File: config.mk
export PLATFORM = sky130hd
export DESIGN_NAME = ext_decoder
export DESIGN_NICKNAME = d
export VERILOG_FILES = /design/src/common/ext_pkg.sv /design/src/common/ext_idx_if.sv /design/src/ext_index_unit.sv /design/src/ext_ptr_unit.sv /design/src/ext_decoder.sv
export VERILOG_INCLUDE_DIRS = /design/src /design/src/common
export SDC_FILE = /design/constraint.sdc
export NUM_CORES = 1
export LEC_CHECK = 0
export BUFFER_PORTS_ARGS = -buffer_cell sky130_fd_sc_hd__buf_2
export CAP_MARGIN = 5
export CORE_UTILIZATION = 49
export CTS_BUF_LIST = sky130_fd_sc_hd__clkbuf_4 sky130_fd_sc_hd__clkbuf_8 sky130_fd_sc_hd__clkbuf_16
export CTS_CLUSTER_SIZE = 20
export DETAILED_ROUTE_END_ITERATION = 10
export MAX_ROUTING_LAYER = met4
export PLACE_DENSITY = 0.8
export SLEW_MARGIN = 20
export SYNTH_ARGS = -nofsm -noshare
export SYNTH_HDL_FRONTEND = slang
export SYNTH_SLANG_ARGS = --single-unit
File: constraint.sdc
create_clock -name clk_i -period 4.05 [get_ports clk_i]
set_input_delay 0.2025 -clock clk_i [delete_from_list [all_inputs] [get_ports clk_i]]
set_output_delay 0.2025 -clock clk_i [all_outputs]
set_load 0.01 [all_outputs]
File: src/common/ext_params.svh
// Constants for the extended instruction decoder
`ifndef EXT_PARAMS_SVH
`define EXT_PARAMS_SVH
`define PTR_W 12
`define PC_W 21
`define OPC_ADD_PTR 8'he8
`define OPC_SUB_PTR 8'he9
`define OPC_PUSH_LIT 8'hea
`define OPC_MOVE_IDX 8'heb
`define OPC_CALL_ACC 16'h0014
`define WORD2_PREFIX 4'hf
`define SEL_FRAME 2'h3
`define SEL_STACK_PTR 2'h2
`define PC_RET_STEP 21'h000002
`define PUSH_STEP 8'h01
`define IDX_LIMIT 8'h5f
`define ZERO_BYTE 8'h00
`define IND_PAGE 4'hf
`define IND0_HI 8'hef
`define IND0_LO 8'heb
`define IND1_HI 8'he7
`define IND1_LO 8'he3
`define IND2_HI 8'hdf
`define IND2_LO 8'hdb
`define FILE_OP_LO 4'h1
`define FILE_OP_HI 4'hb
`define ZERO_NIBBLE 4'h0
`define FILE_OP0_MASK 6'h00
`define FILE_OP1_MASK 6'h01
`endif

File: src/common/ext_pkg.sv
// Types shared by the extended instruction decoder
package ext_pkg;
   typedef enum logic [1:0] {ST_IDLE, ST_WORD2, ST_NOP} state_t;
   typedef logic [11:0] ptr_t;
   typedef logic [20:0] pc_t;
endpackage : ext_pkg

File: src/common/ext_idx_if.sv
// Index address request and answer between decoder and index unit
`timescale 1ns/1ps
interface ext_idx_if;
   logic [11:0] base;
   logic [7:0] offset;
   logic [11:0] addr;
   logic indirect;
   modport requester (output base, output offset, input addr, input indirect);
   modport unit (input base, input offset, output addr, output indirect);
endinterface : ext_idx_if

File: src/ext_index_unit.sv
// Frame-relative address and indirect register detection
`timescale 1ns/1ps
`include "ext_params.svh"
module ext_index_unit
   import ext_pkg::*;
(
   ext_idx_if.unit idx
);
   function automatic logic in_range(input logic [7:0] v, input logic [7:0] lo,
                                     input logic [7:0] hi);
      in_range = (v >= lo) && (v <= hi);
   endfunction : in_range

   always_comb
   begin
      idx.addr = idx.base + {4'h0, idx.offset};
      idx.indirect = (idx.addr[11:8] == `IND_PAGE) &&
                     (in_range(idx.addr[7:0], `IND0_LO, `IND0_HI) ||
                      in_range(idx.addr[7:0], `IND1_LO, `IND1_HI) ||
                      in_range(idx.addr[7:0], `IND2_LO, `IND2_HI));
   end
endmodule : ext_index_unit

File: src/ext_ptr_unit.sv
// Pointer add or subtract of an unsigned literal
`timescale 1ns/1ps
`include "ext_params.svh"
module ext_ptr_unit
   import ext_pkg::*;
(
   // Operands
   input wire logic [11:0] base_i,
   input wire logic [7:0] amount_i,
   input wire logic sub_i,
   // Result
   output logic [11:0] result_o
);
   // Wraps within the 12-bit data space, as the pointer itself does
   always_comb
   begin
      if (sub_i)
         result_o = base_i - {4'h0, amount_i};
      else
         result_o = base_i + {4'h0, amount_i};
   end
endmodule : ext_ptr_unit

File: src/ext_decoder.sv
// Decode and execute logic for the eight extension instructions
// Operation
// - Extension and indexed addressing work only with the enable bit set
// - Exactly eight added literal instructions on pointers or indexed access
// - Enabled extension applies indexed offset addressing to standard file ops
// - Pointer add/sub literal: 6-bit literal on pointer 0..2, one cycle
// - Add literal with select 11 is frame add and return
// - Subtract literal with select 11 is frame subtract and return
// - Frame ops then load pc from return stack top; two cycles, second idle
// - Opcode 0014h is call via accumulator, two cycles, flags unchanged
// - Call via accumulator first pushes pc plus 2 on return stack
// - Then pc low byte takes the working accumulator
// - Then pc high and upper bytes take the two pc latches
// - Second cycle of call via accumulator is idle during refetch
// - Call via accumulator saves no accumulator, status or bank holder
// - Push literal writes at frame pointer then decrements it, one cycle
// - Indexed-to-absolute move: two words, frame plus offset to 12-bit address
// - Indexed-to-indexed move: two words, both frame plus 7-bit offset
// - Access bit clear and file operand up to 95 uses indexed addressing
// - Indexed move reading an indirect register gets 00h
// - Indexed move writing an indirect register does nothing
`timescale 1ns/1ps
`include "ext_params.svh"
module ext_decoder
   import ext_pkg::*;
(
   // Clock and reset
   input wire logic clk_i,
   input wire logic rst_i,
   // Configuration
   input wire logic extension_enable_bit_i,
   // Instruction fetch
   input wire logic instr_valid_i,
   input wire logic [15:0] instr_i,
   input wire logic [20:0] pc_i,
   output logic ready_o,
   output logic word2_wait_o,
   // Core state
   input wire logic [7:0] working_accumulator_i,
   input wire logic [7:0] pc_high_latch_i,
   input wire logic [4:0] pc_upper_latch_i,
   input wire logic [20:0] top_of_return_stack_i,
   input wire logic [11:0] ptr0_i,
   input wire logic [11:0] ptr1_i,
   input wire logic [11:0] stack_frame_pointer_i,
   // Pointer write
   output logic ptr_wr_o,
   output logic [1:0] ptr_sel_o,
   output logic [11:0] ptr_data_o,
   // Program counter and return stack
   output logic stack_push_o,
   output logic [20:0] stack_push_data_o,
   output logic pc_load_o,
   output logic [20:0] pc_load_data_o,
   // Data memory
   output logic mem_rd_o,
   output logic [11:0] mem_raddr_o,
   input wire logic [7:0] mem_rdata_i,
   output logic mem_wr_o,
   output logic [11:0] mem_waddr_o,
   output logic [7:0] mem_wdata_o,
   // Execution status
   output logic ext_hit_o,
   output logic status_keep_o,
   output logic idx_mode_o,
   output logic [11:0] idx_addr_o
);
   state_t state_reg;
   logic move_to_idx_reg;
   logic take;
   logic is_add;
   logic is_sub;
   logic is_push;
   logic is_move;
   logic is_call;
   logic ext_take;
   logic word2_take;
   logic frame_sel;
   logic std_idx;
   logic [11:0] sel_ptr;
   logic [7:0] ptr_amount;
   logic ptr_is_sub;
   logic [11:0] ptr_result;

   ext_idx_if idx ();

   ext_index_unit u_index (
      .idx (idx.unit)
   );

   ext_ptr_unit u_ptr (
      .base_i (sel_ptr),
      .amount_i (ptr_amount),
      .sub_i (ptr_is_sub),
      .result_o (ptr_result)
   );

   // Byte or bit oriented standard instruction carrying an access bit
   function automatic logic is_file_op(input logic [15:0] w);
      is_file_op = ((w[15:12] >= `FILE_OP_LO) && (w[15:12] <= `FILE_OP_HI)) ||
                   ((w[15:10] == `FILE_OP0_MASK) && w[9]) ||
                   (w[15:10] == `FILE_OP1_MASK);
   endfunction : is_file_op

   function automatic logic [11:0] pick_ptr(input logic [1:0] s, input logic [11:0] p0,
                                            input logic [11:0] p1, input logic [11:0] p2);
      case (s)
         2'h0: pick_ptr = p0;
         2'h1: pick_ptr = p1;
         default: pick_ptr = p2;
      endcase
   endfunction : pick_ptr

   // Decode
   always_comb
   begin
      take = instr_valid_i && (state_reg == ST_IDLE);
      is_add = instr_i[15:8] == `OPC_ADD_PTR;
      is_sub = instr_i[15:8] == `OPC_SUB_PTR;
      is_push = instr_i[15:8] == `OPC_PUSH_LIT;
      is_move = instr_i[15:8] == `OPC_MOVE_IDX;
      is_call = instr_i == `OPC_CALL_ACC;
      ext_take = take && extension_enable_bit_i &&
                 (is_add || is_sub || is_push || is_move || is_call);
      word2_take = instr_valid_i && (state_reg == ST_WORD2);
      frame_sel = instr_i[7:6] == `SEL_FRAME;
      std_idx = take && extension_enable_bit_i && is_file_op(instr_i) && !instr_i[8] &&
                (instr_i[7:0] <= `IDX_LIMIT);
   end

   // Pointer arithmetic operand selection
   always_comb
   begin
      sel_ptr = frame_sel ? stack_frame_pointer_i
                          : pick_ptr(instr_i[7:6], ptr0_i, ptr1_i, stack_frame_pointer_i);
      ptr_amount = {2'h0, instr_i[5:0]};
      ptr_is_sub = is_sub;
      if (is_push)
      begin
         sel_ptr = stack_frame_pointer_i;
         ptr_amount = `PUSH_STEP;
         ptr_is_sub = 1'b1;
      end
   end

   // Index unit: source offset in word one, destination in word two, file operand else
   always_comb
   begin
      idx.base = stack_frame_pointer_i;
      if (state_reg == ST_WORD2)
         idx.offset = {1'b0, instr_i[6:0]};
      else if (is_move)
         idx.offset = {1'b0, instr_i[6:0]};
      else
         idx.offset = instr_i[7:0];
   end

   assign ready_o = state_reg != ST_NOP;
   assign word2_wait_o = state_reg == ST_WORD2;

   // Sequencing: second cycles and second words
   always_ff @(posedge clk_i or posedge rst_i)
   begin
      if (rst_i)
         state_reg <= ST_IDLE;
      else
         case (state_reg)
            ST_IDLE:
               if (ext_take && (is_call || ((is_add || is_sub) && frame_sel)))
                  state_reg <= ST_NOP;
               else if (ext_take && is_move)
                  state_reg <= ST_WORD2;
            ST_WORD2:
               if (word2_take)
                  state_reg <= ST_IDLE;
            ST_NOP:
               state_reg <= ST_IDLE;
            default:
               state_reg <= ST_IDLE;
         endcase
   end

   always_ff @(posedge clk_i or posedge rst_i)
   begin
      if (rst_i)
         move_to_idx_reg <= 1'b0;
      else if (ext_take && is_move)
         move_to_idx_reg <= instr_i[7];
   end

   // Pointer updates
   always_ff @(posedge clk_i or posedge rst_i)
   begin
      if (rst_i)
      begin
         ptr_wr_o <= 1'b0;
         ptr_sel_o <= 2'h0;
         ptr_data_o <= 12'h000;
      end
      else
      begin
         ptr_wr_o <= ext_take && (is_add || is_sub || is_push);
         ptr_sel_o <= (is_push || frame_sel) ? `SEL_STACK_PTR : instr_i[7:6];
         ptr_data_o <= ptr_result;
      end
   end

   // Program counter and return stack: the call saves nothing else
   always_ff @(posedge clk_i or posedge rst_i)
   begin
      if (rst_i)
      begin
         stack_push_o <= 1'b0;
         stack_push_data_o <= 21'h000000;
         pc_load_o <= 1'b0;
         pc_load_data_o <= 21'h000000;
      end
      else
      begin
         stack_push_o <= ext_take && is_call;
         stack_push_data_o <= pc_i + `PC_RET_STEP;
         pc_load_o <= ext_take && (is_call || ((is_add || is_sub) && frame_sel));
         if (is_call)
            pc_load_data_o <= {pc_upper_latch_i, pc_high_latch_i,
                               working_accumulator_i};
         else
            pc_load_data_o <= top_of_return_stack_i;
      end
   end

   // Data memory reads for moves; an indirect source is never touched
   always_ff @(posedge clk_i or posedge rst_i)
   begin
      if (rst_i)
      begin
         mem_rd_o <= 1'b0;
         mem_raddr_o <= 12'h000;
      end
      else if (ext_take && is_move)
      begin
         mem_rd_o <= !idx.indirect;
         mem_raddr_o <= idx.addr;
      end
      else if (word2_take)
         mem_rd_o <= 1'b0;
   end

   // Data memory writes: push literal and move completion
   always_ff @(posedge clk_i or posedge rst_i)
   begin
      if (rst_i)
      begin
         mem_wr_o <= 1'b0;
         mem_waddr_o <= 12'h000;
         mem_wdata_o <= 8'h00;
      end
      else if (ext_take && is_push)
      begin
         mem_wr_o <= 1'b1;
         mem_waddr_o <= stack_frame_pointer_i;
         mem_wdata_o <= instr_i[7:0];
      end
      else if (word2_take)
      begin
         mem_wr_o <= !(move_to_idx_reg && idx.indirect);
         mem_waddr_o <= move_to_idx_reg ? idx.addr : instr_i[11:0];
         mem_wdata_o <= mem_rd_o ? mem_rdata_i : `ZERO_BYTE;
      end
      else
         mem_wr_o <= 1'b0;
   end

   // Execution status toward the core
   always_ff @(posedge clk_i or posedge rst_i)
   begin
      if (rst_i)
      begin
         ext_hit_o <= 1'b0;
         status_keep_o <= 1'b0;
      end
      else
      begin
         ext_hit_o <= ext_take || word2_take;
         status_keep_o <= ext_take || word2_take;
      end
   end

   // Standard instructions rewritten to frame-relative addresses
   always_ff @(posedge clk_i or posedge rst_i)
   begin
      if (rst_i)
      begin
         idx_mode_o <= 1'b0;
         idx_addr_o <= 12'h000;
      end
      else
      begin
         idx_mode_o <= std_idx;
         idx_addr_o <= idx.addr;
      end
   end
endmodule : ext_decoder

=== After elaboration in Yosys (flattened, before gate mapping) ===
Cells that the tools add are included.

* Input port bits: 127
* Flip-flop bits (word level): 110
* Output and inout port bits: 110

* Equality and inequality tests: 13
* Add/subtract/negate cells: 4
* Muxes and demuxes: 24
* $lt $le $gt $ge: 9
* Reductions and logical operators: 40

{| class="wikitable"
|+ Operators by type and width
! cell !! number
|-
| 12-bit 2-to-1 mux || 6
|-
| 8-bit 2-to-1 mux || 5
|-
| 8-bit == test, second input constant || 4
|-
| 8-bit >= comparator, second input constant || 3
|-
| 8-bit <= comparator, second input constant || 3
|-
| 12-bit one-hot mux with 2 select lines || 1
|-
| 21-bit by 2-bit adder with 21-bit output, second input constant || 1
|-
| 21-bit 2-to-1 mux || 1
|-
| 1-bit logical AND || 20
|-
| 16-bit by 5-bit == test with 1-bit output, second input constant || 1
|-
| 12-bit by 6-bit adder with 12-bit output || 1
|-
| 12-bit by 8-bit adder with 12-bit output || 1
|-
| 12-bit by 6-bit subtractor with 12-bit output || 1
|-
| 1-bit logical OR || 11
|-
| 8-bit by 7-bit <= comparator with 1-bit output, second input constant || 1
|-
| 2-bit 2-to-1 mux || 4
|-
| 6-bit by 1-bit == test with 1-bit output, second input constant || 1
|-
| 6-bit logical NOT || 1
|-
| 6-bit 2-to-1 mux || 1
|-
| 1-bit 2-to-1 mux || 5
|-
| 2-bit by 1-bit == test with 1-bit output, second input constant || 2
|-
| 4-bit == test, second input constant || 1
|-
| 4-bit by 1-bit >= comparator with 1-bit output, second input constant || 1
|-
| 4-bit <= comparator, second input constant || 1
|-
| other kinds (9) || 13
|}

=== Depth between registers and ports, before layout ===
Gate-level depths: netlist (run 1).

* Word-level depth: 13
* Depth in mapped cells: 16
* Mapped depth without buffers: 16

=== Modules after synthesis ===
Synthesis (run 1) repeated with hierarchy kept, for this count alone.

* Cell total of the unflattened synthesis: 541
* Area, all modules: 5,921.9 um^2

{| class="wikitable"
|+ By module, submodules not included
! module !! cells each !! times used !! area an instance (um^2) !! sequential area each (um^2)
|-
| ext_decoder || 395 || 1 || 4,827.1 || 2,752.6
|-
| ext_ptr_unit || 89 || 1 || 654.4 || 0.0
|-
| ext_index_unit || 57 || 1 || 440.4 || 0.0
|}

=== Worst setup path after synthesis (run 1) ===
Ideal clock, no wire load.

* Path kind: input -> register
* Start point: input instr_i[12]
* End point: register ptr_data_o[10]
* Arrival: 3.121 ns
* Cell stages on the path: 15
* Path slack: 0.814 ns
* Path buffers: 1
* Required time: 3.934 ns
* Setup time: 0.116 ns
* Cell sequence: and4bb_2 -> and3_1 -> a21oi_1 -> clkbuf_1 -> nand2_1 -> o21ai_0 -> ha_1 -> inv_1 -> fa_1 -> a21o_1 -> a21oi_1 -> o21bai_1 -> a21oi_1 -> o21ai_0 -> o311ai_0

* Cells in the longest elaborated chain, start to end: 4
* Elaborated cells between the ends (all ways): 8
* Those cells by class: add/sub (2); eq/ne (2); mux (4)

{| class="wikitable"
|+ Ends and longest elaborated chain
! item !! RTL line !! text
|-
| start, declared || ext_decoder.sv:34 || <nowiki>input wire logic [15:0] instr_i,</nowiki>
|-
| 8-bit == test (no line) || -- ||
|-
| 12-bit 2-to-1 mux / 6-bit 2-to-1 mux (equally long branches) || ext_decoder.sv:138 || <nowiki>if (is_push)</nowiki>
|-
| 12-bit by 6-bit adder with 12-bit output / 12-bit by 6-bit subtractor with 12-bit output (equally long branches) || ext_ptr_unit.sv:20, ext_ptr_unit.sv:18 ||
|-
| 12-bit 2-to-1 mux * || ext_ptr_unit.sv:17 || <nowiki>if (sub_i)</nowiki>
|-
| via ptr_result[10] || ext_decoder.sv:83 || <nowiki>logic [11:0] ptr_result;</nowiki>
|-
| end signal, assigned || ext_decoder.sv:204 || <nowiki>ptr_data_o <= ptr_result;</nowiki>
|-
| end, declared || ext_decoder.sv:49 || <nowiki>output logic [11:0] ptr_data_o,</nowiki>
|}

The timed path passes the listed nets; every way through them passes the cells marked *.
A chain may end at the register's enable or synchronous reset.

=== Worst setup path in the final report (run 1) ===
* Start point: input instr_i[10]
* End point: register ptr_data_o[10]

Same word-level chain as after synthesis.

==> results of run 1 <==
## stage by stage
step / util / cells / hold WS, ps / setup slack, ps
CTS: 0.643 / 918 / 22.0 / 714
global route: 0.644 / 919 / 29.9 / 391
detailed placement: 0.613 / 901 / 313 / 340
finish: 0.644 / 919 / -12.7 / 699
floorplan: - / 544 / 234 / 814
global placement: 0.613 / 901 / 311 / 516
## routing by layer
metal / vias to the layer above / share of wire / GRT usage / wire [um]
met5: - / 0 / - / 0
met4: 0 / 0.017 / 0.0990 / 284
met3: 25 / 0.087 / 0.0623 / 1450
met2: 252 / 0.49 / 0.463 / 8100
met1: 2465 / 0.41 / 0.356 / 6830
li1: 2388 / - / - / -
## cell usage after synthesis, drive strengths merged (3+ instances only)
| master | n |
|---|---|
| dfrtp | 110 |
| nor2 | 31 |
| buf | 10 |
| nor4b | 3 |
| a222oi | 8 |
| inv | 21 |
| a22oi | 8 |
| and2 | 4 |
| o21bai | 3 |
| a21o | 5 |
| mux2i | 23 |
| clkbuf | 17 |
| nand3b | 3 |
| or2 | 3 |
| a211oi | 4 |
| nand3 | 14 |
| nor2b | 7 |
| mux2 | 22 |
| nand2 | 54 |
| and3 | 10 |
| nand4 | 7 |
| nor3 | 6 |
| nand2b | 8 |
| xor2 | 12 |
| o21ai | 27 |
| a21oi | 33 |
| xnor2 | 30 |
| a31oi | 6 |
| ha | 21 |
## repair_timing
| item | in CTS | in global routing |
|---|---|---|
| endpoints found under the hold margin | 1 | 0 |
| hold buffers | 1 | 0 |
| gates resized for setup | 0 | 0 |
## cell families (layout without fill, tap and decap cells)
logic type	count (synthesis)	count (layout)	share of synthesized area
adder cells (fa/ha/maj)	23	23	0.0529
other	0	1	0
XOR/XNOR	43	43	0.0682
multiplexers	45	45	0.0836
flip-flops	110	110	0.481
AO/OA/AOI/OAI	112	112	0.133
AND/OR/NAND/NOR	163	163	0.146
buffers and inverters	48	279	0.0350
## area by class of cell
class,instances,area [um2]
sequential,110,2750
antenna,1,2.50
clock buffer,10,239
inverter,21,83.8
clock inverter,6,93.8
multi-input combinational,386,2770
fill,983,4070
tap,143,179
timing repair buffer,242,1230
## cell usage in the layout, fill, tap and decap left out, types with 4 or more instances in the layout
master,Yosys,routed
a222oi_1,8,8
nand4_1,7,7
a31oi_1,6,6
buf_4,1,5
nor2b_1,7,7
xnor2_1,30,30
a21o_1,5,5
nor3_1,6,6
a22oi_1,8,8
mux2i_1,23,23
nand2b_1,8,8
a21oi_1,32,31
inv_1,21,20
clkbuf_16,0,9
nand2_1,54,54
nand3_1,14,14
and2_1,4,4
buf_2,6,236
o21ai_0,26,26
dfrtp_1,110,110
mux2_2,22,22
and3_1,10,10
xor2_1,12,12
nor2_1,29,29
ha_1,21,21
## report_power, final
part | leakage [nW] | switching [mW] | total [mW] | internal, mW
Clock | 0.165 | 0.423 | 0.988 | 0.565
Combinational | 2.26 | 0.337 | 0.595 | 0.258
Sequential | 1.37 | 0.0342 | 1.23 | 1.19
## worst paths after layout
| kind | start | end | slack (ps) | cells after the start |
|---|---|---|---|---|
| max in group asynchronous | rst_i | ptr_data_o[1]$_DFF_PP0_ | 3230 | 3 |
| worst min-delay path | rst_i | pc_load_data_o[15]$_DFF_PP0_ | -10 | 2 |
| worst min register to register | mem_raddr_o[11]$_DFFE_PP0P_ | mem_raddr_o[11]$_DFFE_PP0P_ | 480 | 2 |
| min in group clk_i | pc_i[20] | stack_push_data_o[20]$_DFF_PP0_ | 30 | 2 |
| worst max-delay path | instr_i[10] | ptr_data_o[10]$_DFF_PP0_ | 700 | 16 |
| worst max register to register | state_reg[0]$_DFFE_PP0P_ | mem_wdata_o[2]$_DFFE_PP0P_ | 1470 | 7 |
## worst register-to-register path, delay by kind of cell, from the launching register on
family,cells,cell delay (ps)
AOI/OAI and AO/OA,1,380
buffers and inverters,1,80
DFF,1,390
and+or+nand+nor,5,1620
==> flow_metrics.env, run 1 <==
export IMPL_ir_drop_uv=215
export IMPL_synth_top_area_cell="dfrtp_1"
export IMPL_status="complete, but fails checks"
export IMPL_syn_avg_cell_area_um2=10.5
export IMPL_wl_per_cell_um=18.1
export IMPL_nNetsFinal=920
export IMPL_cp_end_kind="flop"
export IMPL_crit_buf_inv=2
export IMPL_placed_area_um2=7000
export IMPL_synth_top_area_share=0.481
export IMPL_cts_max_path_buffers=2
export IMPL_hold_slack_ps=-12.7
export IMPL_clk_transition_reported_paths_ps=70
export IMPL_grt_pass1_wl_mm=24.7
export IMPL_cts_buffers=9
export IMPL_wl_mm=16.7
export IMPL_cts_tree="built"
export IMPL_path_class="primary input to flop"
export IMPL_io_pins=237
export IMPL_stdcell_area_um2=7350
export IMPL_async_flop_share=1.00
export IMPL_synth_seq_cells=110
export IMPL_drive_above_1_share=0.379
export IMPL_synth_edff_count=0
export IMPL_grt_use_total=0.286
export IMPL_period_needed_ps=3350
export IMPL_cp_required_ps=4290
export IMPL_clock_skew_ps=3.89
export IMPL_period_share=0.827
export IMPL_antenna_found_initial=1
export IMPL_post_drt_via_cell_ratio=5.58
export IMPL_core_area_um2=11400
export IMPL_syn_cell_area_um2=5720
export IMPL_violations="hold timing"
export IMPL_dr_total_vias=5130
export IMPL_grt_overflow_total=0
export IMPL_syn_num_nets=694
export IMPL_synth_cell_types=65
export IMPL_worstMarginPinSlew_ps=905
export IMPL_clk_latency_ps=360
export IMPL_slew_headroom=0.396
export IMPL_drv_slew=0
export IMPL_hold_violations=22
export IMPL_yosys_top_cells_area="dfrtp_1 48%, ha_1 4.6%, xnor2_1 4.6%"
export IMPL_cts_root_buf="clkbuf_16"
export IMPL_tns_ps=0
export IMPL_first_pass_iters=5
export IMPL_ys_seq_area_frac=0.481
export IMPL_h_tree_depth=3
export IMPL_area_growth_pct=28.5
export IMPL_grt_setup_unrepaired="no"
export IMPL_ys_flop_type="dfrtp_1"
export IMPL_numPortBuffers=236
export IMPL_setup_violations=0
export IMPL_crit_path_frequent_cell="a21oi_1"
export IMPL_synth_warnings=0
export IMPL_route_detailed_drc=0
export IMPL_cellLeakagePower_nw=3.79
export IMPL_grt_pass1_vias=4888
export IMPL_critPathArrivalTime_ps=3590
export IMPL_antenna_left=0
export IMPL_largestRegisters="pc_load_data_o: 21 flops, stack_push_data_o: 21 flops"
export IMPL_cp_top_family="compound AO/OA/AOI/OAI gates"
export IMPL_clock_sinks=110
export IMPL_start_util=0.501
export IMPL_place_congestion=0.867
export IMPL_cp_cell_sequence="buf_2 > and4bb_2 > and3_1 > nand2_1 > nand2b_1 > inv_1 > ha_1 > nor2b_1 > a31oi_1 > fa_1 > a21o_1 > a21oi_1 > o21bai_1 > a21oi_1 > o21ai_0 > o311ai_0"
export IMPL_power_density_nw_per_um2=382
export IMPL_power_mw=2.81
export IMPL_worst_path_largest_cell_delay_ps=460
export IMPL_die_area_um2=12100
export IMPL_slowest_stage="fa_1"
export IMPL_num_rows=39
export IMPL_max_freq_mhz=298
export IMPL_place_hpwl_mm=12.8
export IMPL_die_h_um=110
export IMPL_syn_inst=544
export IMPL_die_w_um=110
export IMPL_drt_iter0_drc=272
export IMPL_post_cts_buffers=0
export IMPL_hold_path_class="primary input to async pin"
export IMPL_crit_fanout=9
export IMPL_cp_start_kind="primary input"
export IMPL_max_cap_viol_count=0
export IMPL_grt_max_degree=87
Note: power is estimated with default switching activity, not from simulation.
==> inputs of run 2 (changes only) <==
- clock period: 4.05 -> 3.2 ns (I/O delays scaled with it)
==> run 2 against run 1 <==
  * Clock skew is 1.4 ps higher
  * The flow still finishes with violations (hold timing)
  * Flip-flop and latch count unchanged
  * Register-to-register slack got worse by 750 ps
  * Core utilization grew 1.6 points
  * Largest power group unchanged
==> flow_metrics.env, run 2 (same netlist as run 1, synthesis figures left out) <==
export IMPL_path_class="primary input to flop"
export IMPL_cts_tree="built"
export IMPL_cellLeakagePower_nw=3.88
export IMPL_finish_utilization=0.659
export IMPL_place_hpwl_mm=13.3
export IMPL_antenna_left=0
export IMPL_p_int_mw=2.52
export IMPL_status="complete, but fails checks"
export IMPL_drt_iter0_drc=319
export IMPL_clock_skew_ps=5.24
export IMPL_critPathArrivalTime_ps=3190
export IMPL_hold_slack_ps=-37.6
export IMPL_dr_total_vias=5244
export IMPL_timing_rr_start="state_reg[1]$_DFFE_PP0P_"
export IMPL_power_density_nw_per_um2=466
export IMPL_clk_transition_reported_paths_ps=70
export IMPL_num_rows=39
export IMPL_clk_latency_ps=350
export IMPL_cp_start_kind="primary input"
export IMPL_seqPwrFrac=0.442
export IMPL_fillers=922
export IMPL_cts_root_buf="clkbuf_16"
export IMPL_crit_fanout=4
export IMPL_hold_path_class="primary input to async pin"
export IMPL_route_detailed_drc=0
export IMPL_clock_power_share=0.334
export IMPL_fin_ws_ps=232
export IMPL_die_h_um=110
export IMPL_max_cap_viol_count=0
export IMPL_worstMarginPinSlew_ps=923
export IMPL_period_share=0.928
export IMPL_numPortBuffers=236
export IMPL_largestRegisters="pc_load_data_o: 21 flops, stack_push_data_o: 21 flops"
export IMPL_die_w_um=110
export IMPL_h_tree_depth=3
export IMPL_hold_violations=22
export IMPL_mostFrequentLayoutCell="buf_2"
export IMPL_r2r_setup_slack_ps=720
export IMPL_setup_violations=0
export IMPL_cts_buffers=9
export IMPL_die_area_um2=12100
export IMPL_place_congestion=0.877
export IMPL_first_pass_iters=5
export IMPL_post_cts_buffers=0
export IMPL_switching_share=0.281
export IMPL_p_comb_frac=0.224
export IMPL_grt_pass1_wl_mm=25.2
export IMPL_slew_headroom=0.384
export IMPL_start_util=0.501
export IMPL_cp_required_ps=3430
export IMPL_antenna_found_initial=1
export IMPL_layout_common_cells="236 x buf_2, 110 x dfrtp_1, 54 x nand2_1"
export IMPL_grt_overflow_total=0
export IMPL_violations="hold timing"
export IMPL_p_sw_mw=0.988
export IMPL_drv_slew=0
export IMPL_grt_use_total=0.291
export IMPL_cts_max_path_buffers=2
export IMPL_critPathLaunch="instr_i[10]"
export IMPL_period_needed_ps=2970
export IMPL_r2r_end="mem_rd_o$_DFFE_PP0P_"
export IMPL_post_drt_via_cell_ratio=5.57
export IMPL_place_ws_ps=-144
export IMPL_reg2reg_depth=10
export IMPL_grt_setup_unrepaired="no"
export IMPL_grt_max_degree=67
export IMPL_cp_end_kind="flop"
export IMPL_ir_drop_uv=291
export IMPL_io_pins=237
export IMPL_nNetsFinal=942
export IMPL_clock_sinks=110
export IMPL_area_growth_pct=31.6
export IMPL_core_area_um2=11400
export IMPL_max_freq_mhz=337
export IMPL_drive_above_1_share=0.390
export IMPL_wl_mm=17.0
export IMPL_wl_per_cell_um=18.1
export IMPL_grt_pass1_vias=5066
[run 2: how the worst max path moves through the flow]
stage,end,slack [ps],depth (start not counted)
2_1_floorplan,ptr_data_o[10]$_DFF_PP0_,6,15
3_3_place_gp,ptr_data_o[9]$_DFF_PP0_,-40,17
3_5_place_dp,ptr_data_o[9]$_DFF_PP0_,-140,17
4_1_cts,ptr_data_o[9]$_DFF_PP0_,210,17
5_1_grt,ptr_data_o[10]$_DFF_PP0_,20,16
6_report,ptr_data_o[10]$_DFF_PP0_,230,16
[run 2: final cells by class]
| type | instances | area [um2] | area share |
|---|---|---|---|
| Antenna cell | 1 | 2.50 | 0.000332 |
| Clock buffer | 12 | 260 | 0.0346 |
| Tap cell | 143 | 179 | 0.0238 |
| Sequential cell | 110 | 2750 | 0.366 |
| Timing Repair Buffer | 264 | 1420 | 0.189 |
| Inverter | 21 | 81.3 | 0.0108 |
| Multi-Input combinational cell | 386 | 2780 | 0.369 |
| Clock inverter | 4 | 55.1 | 0.00731 |
[run 2: layer usage]
layer | wire [um] | share of wire | global-route usage | up-vias
li1 | - | - | - | 2427
met4 | 393 | 0.023 | 0.119 | 0
met1 | 7000 | 0.41 | 0.349 | 2535
met3 | 1340 | 0.078 | 0.0558 | 35
met5 | 0 | 0 | - | -
met2 | 8310 | 0.49 | 0.481 | 247
[run 2: critical path: stages]
cell      delay (ps)
buf_2            110
and4bb_2         310
and3_1           200
nand2_1          110
nand2b_1         120
inv_1             50
ha_1             250
nor2b_1          160
a31oi_2           80
fa_1             450
a21o_1           170
a21oi_1          200
o21bai_1          90
a21oi_1          190
o21ai_0          170
o311ai_0         370
[run 2: what timing repair did]
action / in CTS / in global routing
endpoints found under the hold margin: 7 / 0
endpoints found under the setup margin: 0 / 2
gates resized for setup: 0 / 1
hold buffers: 7 / 0
[run 2: power groups by stage]
stage	sequential, mW	combinational (mW)	clock, mW
finish	1.55	0.785	1.17
global placement	1.58	0.754	0
detailed placement	1.58	0.778	0
global route	1.57	0.860	1.24
floorplan	1.64	0.361	0
CTS	1.56	0.787	1.19
[run 2: metrics by stage]
step / instance area, um2 / std cells / power [mW] / setup TNS, ps
after floorplan: 5720 / 544 / 2.00 / 0
after global placement: 7140 / 917 / 2.33 / -39.9
after detailed placement: 7140 / 917 / 2.36 / -386
after CTS: 7520 / 940 / 3.53 / 0
after global routing: 7530 / 941 / 3.67 / 0
final: 7530 / 941 / 3.51 / 0
